[src/periph_flags_pkg.sv]
// Purpose: Constants for the peripheral interrupt flag register block
// Assumes: Classic Wishbone slave, 32-bit data, byte addressed
// Notes: One register at byte offset 0x0C
package periph_flags_pkg;
	localparam logic [7:0] FLAGS_OFFSET = 8'h0C;
	localparam logic [7:0] FLAGS_RESET = 8'h00;
	localparam int PORT_BIT = 7;
	localparam int RSVD_BIT = 6;
	localparam int SERIAL_BIT = 3;
	localparam int CCP_BIT = 2;
	localparam int PERIOD_BIT = 1;
	localparam int OVF_BIT = 0;
	// Bits that hold state; 5 and 4 are absent
	localparam logic [7:0] IMPL_MASK = 8'hCF;
	// Capture/compare unit modes
	typedef enum logic [1:0] {
		CCP_CAPTURE = 2'h0,
		CCP_COMPARE = 2'h1,
		CCP_PWM = 2'h2,
		CCP_OFF = 2'h3
	} ccp_mode_t;
	// Bus slave states
	typedef enum logic [1:0] {
		BUS_IDLE = 2'h1,
		BUS_ACK = 2'h2
	} bus_state_t;
endpackage

[src/peripheral_interrupt_flags.sv]
// Purpose: Sticky peripheral event flags reached over classic Wishbone
// Assumes: Event inputs are one-cycle pulses synchronous to sys_clk
// Notes: Set wins over a software clear in the same cycle;
//   a write lands at the edge that samples ack
//
// Notes on behaviour
// Reset clears every implemented flag bit to zero.
// Bits 5 and 4 hold nothing and always read zero.
// Bit 7 sets on a completed parallel port read or write.
// Bit 3 sets when a serial port transfer finishes.
// Serial done flag stays set until software writes it zero.
// Capture mode: bit 2 sets when the 16-bit timer is captured.
// Compare mode: bit 2 sets on timer match; PWM mode ignores it.
// Bit 1 sets when the 8-bit timer equals the period register.
// Bit 0 sets on 16-bit timer overflow, held until cleared.
// Software writes zero to reserved bit 6; it has no function. The code still stores bit 6 and reads back what was written.
`timescale 1ns/1ps
module peripheral_interrupt_flags
	import periph_flags_pkg::*;
(
	// Clock and reset
	input wire logic sys_clk,
	input wire logic srst,
	// Wishbone slave
	input wire logic cyc_i,
	input wire logic stb_i,
	input wire logic we_i,
	input wire logic [7:0] adr_i,
	input wire logic [3:0] sel_i,
	input wire logic [31:0] dat_i,
	output logic [31:0] dat_o,
	output logic ack_o,
	// Peripheral events
	input wire logic portAccessDone,
	input wire logic serialXferDone,
	input wire logic ccpCapture,
	input wire logic ccpCompareMatch,
	input wire logic [1:0] ccpMode,
	input wire logic periodMatch,
	input wire logic timerOverflow,
	// Flag view
	output logic [7:0] flags
);
	// ****************************************
	// Bus slave
	// ****************************************
	bus_state_t busState;
	bus_state_t next_busState;
	logic next_ack;
	logic [31:0] next_datOut;
	logic wrStrobe;

	function automatic logic hitFlags(input logic [7:0] a);
		hitFlags = (a == FLAGS_OFFSET);
	endfunction

	always_comb begin
		next_busState = busState;
		next_ack = 1'b0;
		next_datOut = dat_o;
		wrStrobe = 1'b0;
		case (busState)
			BUS_IDLE: begin
				if (cyc_i && stb_i) begin
					next_busState = BUS_ACK;
					next_ack = 1'b1;
					// Unmapped reads return zero
					next_datOut = hitFlags(adr_i) ? {24'h000000, flags} : 32'h00000000;
				end
			end
			BUS_ACK: begin
				next_busState = BUS_IDLE;
				// Master still holds the request here, so the write is safe to apply
				wrStrobe = cyc_i && stb_i && we_i && sel_i[0] && hitFlags(adr_i);
			end
			default: begin
				next_busState = BUS_IDLE;
			end
		endcase
	end

	always_ff @(posedge sys_clk) begin
		if (srst) begin
			busState <= BUS_IDLE;
			ack_o <= 1'b0;
			dat_o <= 32'h00000000;
		end else begin
			busState <= next_busState;
			ack_o <= next_ack;
			dat_o <= next_datOut;
		end
	end

	// ****************************************
	// Flag register
	// ****************************************
	logic [7:0] setMask;
	logic [7:0] next_flags;
	logic ccpEvent;

	always_comb begin
		case (ccp_mode_t'(ccpMode))
			CCP_CAPTURE: ccpEvent = ccpCapture;
			CCP_COMPARE: ccpEvent = ccpCompareMatch;
			default: ccpEvent = 1'b0;
		endcase
		setMask = 8'h00;
		setMask[PORT_BIT] = portAccessDone;
		setMask[SERIAL_BIT] = serialXferDone;
		setMask[CCP_BIT] = ccpEvent;
		setMask[PERIOD_BIT] = periodMatch;
		setMask[OVF_BIT] = timerOverflow;
		next_flags = flags;
		// Write lands at the ack edge; an event in that cycle beats the clear
		if (wrStrobe) begin
			next_flags = dat_i[7:0];
		end
		next_flags = (next_flags | setMask) & IMPL_MASK;
	end

	always_ff @(posedge sys_clk) begin
		if (srst) begin
			flags <= FLAGS_RESET;
		end else begin
			flags <= next_flags;
		end
	end
endmodule
[config.mk]
export PLATFORM = sky130hd
export DESIGN_NAME = peripheral_interrupt_flags
export DESIGN_NICKNAME = d
export VERILOG_FILES = /design/src/periph_flags_pkg.sv /design/src/peripheral_interrupt_flags.sv
export SDC_FILE = /design/constraint.sdc
export NUM_CORES = 1
export LEC_CHECK = 0
export BUFFER_PORTS_ARGS = -buffer_cell sky130_fd_sc_hd__buf_2
export CAP_MARGIN = 0
export CELL_PAD_IN_SITES_DETAIL_PLACEMENT = 1
export CELL_PAD_IN_SITES_GLOBAL_PLACEMENT = 1
export CORE_MARGIN = 1
export CORE_UTILIZATION = 22
export CTS_CLUSTER_DIAMETER = 40
export CTS_CLUSTER_SIZE = 20
export DETAILED_ROUTE_END_ITERATION = 6
export GPL_TIMING_DRIVEN = 0
export PLACE_DENSITY_LB_ADDON = 0.08
export RECOVER_POWER = 25
export SLEW_MARGIN = 20
export SYNTH_ARGS = -nofsm -noshare
export SYNTH_HDL_FRONTEND = slang
export SYNTH_SLANG_ARGS = --single-unit
export TNS_END_PERCENT = 100
[constraint.sdc]
create_clock -name sys_clk -period 5.1 [get_ports sys_clk]
set_clock_uncertainty 0.15 [all_clocks]
set_input_delay 0.765 -clock sys_clk [delete_from_list [all_inputs] [get_ports sys_clk]]
set_output_delay 0.765 -clock sys_clk [all_outputs]
set_load 0.005 [all_outputs]
# Word-level counts from Yosys, hierarchy flattened
# Cells that the tools add are included.
# word_totals
ff_bits,43
elab_cells,23
# classes
n_eq_ne,4
muxes,5
n_bitwise,2
n_reduce_logical,7
# ops
op,n
$mux 8,2
$eq 8x4->1 const B,1
$or 8x8->8,1
$eq 2x1->1 const B,2
$logic_and 1x1->1,4
$eq 2x2->1 const B,1
$logic_not 2->1,1
$mux 1,2
$pmux 1 s2,1
$reduce_and 2->1,1
$reduce_or 2->1,1
$not 1->1,1

# Logic depth before layout (Yosys ltp)
# logic_depth
word_depth,7
ltp_mapped,5

# Worst setup path before layout
# No wires, ideal clock.
# synth_timing
path_type,in2reg
start,input port adr_i[5]
end,register flags[3]
setup_ns,0.135
t_arrival_ns,2.137
setup_slack_ns,2.678
path_stages,5
path_buffers,1
cell_sequence,or4_4 > or4_4 > buf_6 > nor3_1 > a211oi_1
# synth_between
elab_chain_len,5
# synth_lines
item,line,text
from (decl),peripheral_interrupt_flags.sv:28,"input wire logic [7:0] adr_i,"
$eq 8x4->1,peripheral_interrupt_flags.sv:54,hitFlags = (a == FLAGS_OFFSET);
$logic_and 1x1->1,peripheral_interrupt_flags.sv:74,wrStrobe = cyc_i && stb_i && we_i && sel_i[0] && hitFlags(adr_i);
$mux 1,peripheral_interrupt_flags.sv:62,case (busState)
$mux 8,peripheral_interrupt_flags.sv:115,if (wrStrobe) begin
$or 8x8->8,peripheral_interrupt_flags.sv:118,next_flags = (next_flags | setMask) & IMPL_MASK;
to (signal assigned),peripheral_interrupt_flags.sv:125,flags <= next_flags;
to (decl),peripheral_interrupt_flags.sv:42,output logic [7:0] flags
# Every way passes these cells.
# A chain may end at the register's enable or synchronous reset.

# Worst setup path after layout
# Same ends and word-level chain as after synthesis.

==> run_results.csv <==
group,metric,value,unit
timing,relSlewSlack,49.5,%
power,p_leak,0.631,nW
worst_setup_path,worstReg2RegStart,"busState[0]$_SDFFE_PP1N_",
timing,setup_viol,0,
place,gp_congestion,0.664,
worst_setup_path,worst_r2r_endpoint,"flags[3]$_SDFF_PP0_",
global_routing,grt_max_degree,11,
yosys,avgSynthCellArea,8.77,µm²
final_layout,area_delta_synth_final,48.4,%
routing,vias,795,
global_routing,overflow,0,
worst_hold_path,hold_end,"dat_o[1]$_SDFFE_PP0P_",
cts,clk_latency,0.24,ns
routing,routed_wl,2.13,mm
worst_hold_path,min_path_cells,2,
worst_setup_path,start_kind,"input pin",
global_routing,antenna_found_initial,0,
power,power,0.000265,W
routing,drc,0,
final_layout,drive_above_1_share,44.2,%
cts,postCtsSetupBuffers,0,
yosys,synth_warnings,0,
worst_setup_path,path_class,"input pin to flip-flop",
timing,timing.fmax,430,MHz
power,power.density,216,mW/mm²
final_layout,final_common_cell,"buf_2",
routing,wl_per_cell,10.1,µm
final_layout,n_antenna_cell,0,
timing,tightest_slew,0.756,ns
cts,numCtsBuffers,3,
global_routing,grt_pass1_vias,826,
worst_setup_path,cp-end-kind,"flip-flop",
place,place_hpwl,1.72,mm
cts,root_buffer,"clkbuf_8",
final_layout,fill_cells,465,
floorplanning,die_w,63.2,µm
cts,cts_hold_buf,0,
cts,cts.sinks,15,
timing,layout_min_cycle_time,2.33,ns
worst_hold_path,hold_class,"flip-flop to flip-flop",
cts,htreeDepth,1,
worst_setup_path,cp_slowest_stage_delay,0.54,ns
timing,fin_setup_tns,0,ns
timing,slew_violations,0,
final_layout,final_cell_mix,"buf_2 (36), buf_4 (28), conb_1 (28)",
timing,fin_crit_sh,45.6,%
worst_setup_path,cp.arrival,2.29,ns
final_layout,layout.nets,223,
routing,drt-vias-per-instance,3.77,
cts,path_clk_slew,0.06,ns
cts,cts_resized,0,
worst_setup_path,crit_family,"simple AND/OR/NAND/NOR gates",
yosys,mappedNetlistArea,825,µm²
cts,cts_tree,"done",
timing,rsz0062_at_grt,"false",
final_layout,final_area,0.00122,mm²
floorplanning,dieArea,0.00400,mm²
final_layout,seq_area,300,µm²
global_routing,gr-usage-all-layers,11.3,%
worst_setup_path,critical_path.cell_chain,"buf_2 -> or4_4 -> or4_4 -> buf_6 -> nor3_1 -> a211oi_1",
worst_setup_path,cp_slowest_cell,"or4_4",
yosys,synthCells,94,
yosys,yosys.cell_types.count,19,
routing,drtIter0Drc,12,
yosys,ys_ff_latch,15,
worst_hold_path,hp-start,"dat_o[1]$_SDFFE_PP0P_",
floorplanning,pin_count,98,
timing,finalHoldViolations,0,
routing,drt_pre_antenna_iters,4,
status,status,"completed",
worst_setup_path,ff2ff_path_depth,5,
worst_setup_path,worstPathRequired,5.06,ns
cts,cts_buffer_depth,2,
global_routing,grt_pass1_wl,3.60,mm
power,worst_ir_drop_vdd,0.193,mV
floorplanning,rows,21,
timing,fin_hold_ws,0.302,ns
floorplanning,start_util,23.8,%
worst_setup_path,crit_top_cell,"or4_4",
yosys,synth-seq-area-share,36.4,%
place,placed_cell_area,0.00118,mm²
floorplanning,fp.coreArea,0.00347,mm²
routing,ant_nets,0,
worst_setup_path,reg2reg_slack,3.55,ns
worst_setup_path,cp_max_fo,10,
worst_setup_path,path_buf_inv,2,
job,drv_cap,0,
place,port_buffers,40,
floorplanning,die_y,63.2,µm
final_layout,multi_input_area,397,µm²
-- cell families (layout without fill, tap and decap cells) --
group	after synthesis	count (layout)	share of synthesized area [%]
buffers and inverters	31	75	27.8
AOI/OAI and AO/OA	11	11	8.80
and+or+nand+nor	34	34	24.1
other	1	28	0.455
muxes	2	2	2.43
DFF	15	15	36.4
-- sequential cells by signal, summed over array words and instances, names as in the netlist --
register,count
ack_o,1
busState,2
dat_o,6
flags,6
-- metal layers --
| metal | GRT usage, % | routed length, µm | up-vias |
|---|---|---|---|
| met3 | 6.34 | 276 | 0 |
| met1 | 13.2 | 929 | 341 |
| li1 | - | - | 404 |
| met4 | 0.852 | 0 | 0 |
| met2 | 18.5 | 924 | 50 |
| met5 | 0 | 0 | - |
-- worst max-delay path by stage --
| stage | startpoint | end | slack [ns] | cells past startpoint |
|---|---|---|---|---|
| 2_1_floorplan | adr_i[5] | flags[3]$_SDFF_PP0_ | 2.68 | 5 |
| 3_3_place_gp | adr_i[5] | flags[3]$_SDFF_PP0_ | 2.52 | 6 |
| 3_5_place_dp | adr_i[5] | flags[3]$_SDFF_PP0_ | 2.51 | 6 |
| 4_1_cts | adr_i[5] | flags[3]$_SDFF_PP0_ | 2.77 | 6 |
| 5_1_grt | adr_i[5] | flags[3]$_SDFF_PP0_ | 2.70 | 6 |
| 6_report | adr_i[5] | flags[3]$_SDFF_PP0_ | 2.77 | 6 |
-- layout make-up --
type                       instances  share of cell area, %
buffer                            30                   18.4
multi-input combinational         75                   32.4
inverter                           1                  0.307
sequential                        15                   24.5
timing repair buffer              40                   16.0
tap                               46                   4.70
clock buffer                       4                   3.68
-- tightest hold or removal path, cell delays in order, from the launching register on --
cell	delay, ns
dfxtp_1	0.31
nand2_1	0.05
a21oi_1	0.05
-- power breakdown --
part / internal [W] / switching [W]
sequential: 0.000121 / 0.00000289
clock: 0.0000552 / 0.0000382
combinational: 0.0000273 / 0.0000202
-- Yosys cell counts --
cell | count | share of area (%)
nand2_1 | 7 | 3.2
nor2_1 | 10 | 4.6
nand4b_1 | 2 | 2.1
inv_1 | 1 | 0.45
clkbuf_1 | 1 | 0.45
nor3_2 | 1 | 1.2
nor3b_1 | 1 | 0.91
mux2i_1 | 2 | 2.4
buf_6 | 1 | 1.4
a211oi_2 | 1 | 1.5
nor3_1 | 4 | 2.4
nand4bb_4 | 1 | 3.3
conb_1 | 1 | 0.45
nand3_1 | 6 | 3.6
or4_4 | 2 | 2.7
buf_4 | 28 | 25
a21oi_1 | 6 | 3.6
dfxtp_1 | 15 | 36
a211oi_1 | 4 | 3.6
-- stage by stage --
stage,worst slack [ns],instances,utilization [%]
2_1_floorplan,2.68,121,-
5_1_grt,2.70,211,35.3
4_1_cts,2.77,211,35.4
3_5_place_dp,2.51,207,34.1
3_3_place_gp,2.52,207,34.1
6_report,2.77,211,35.3
(Power assumes the default switching activity.)
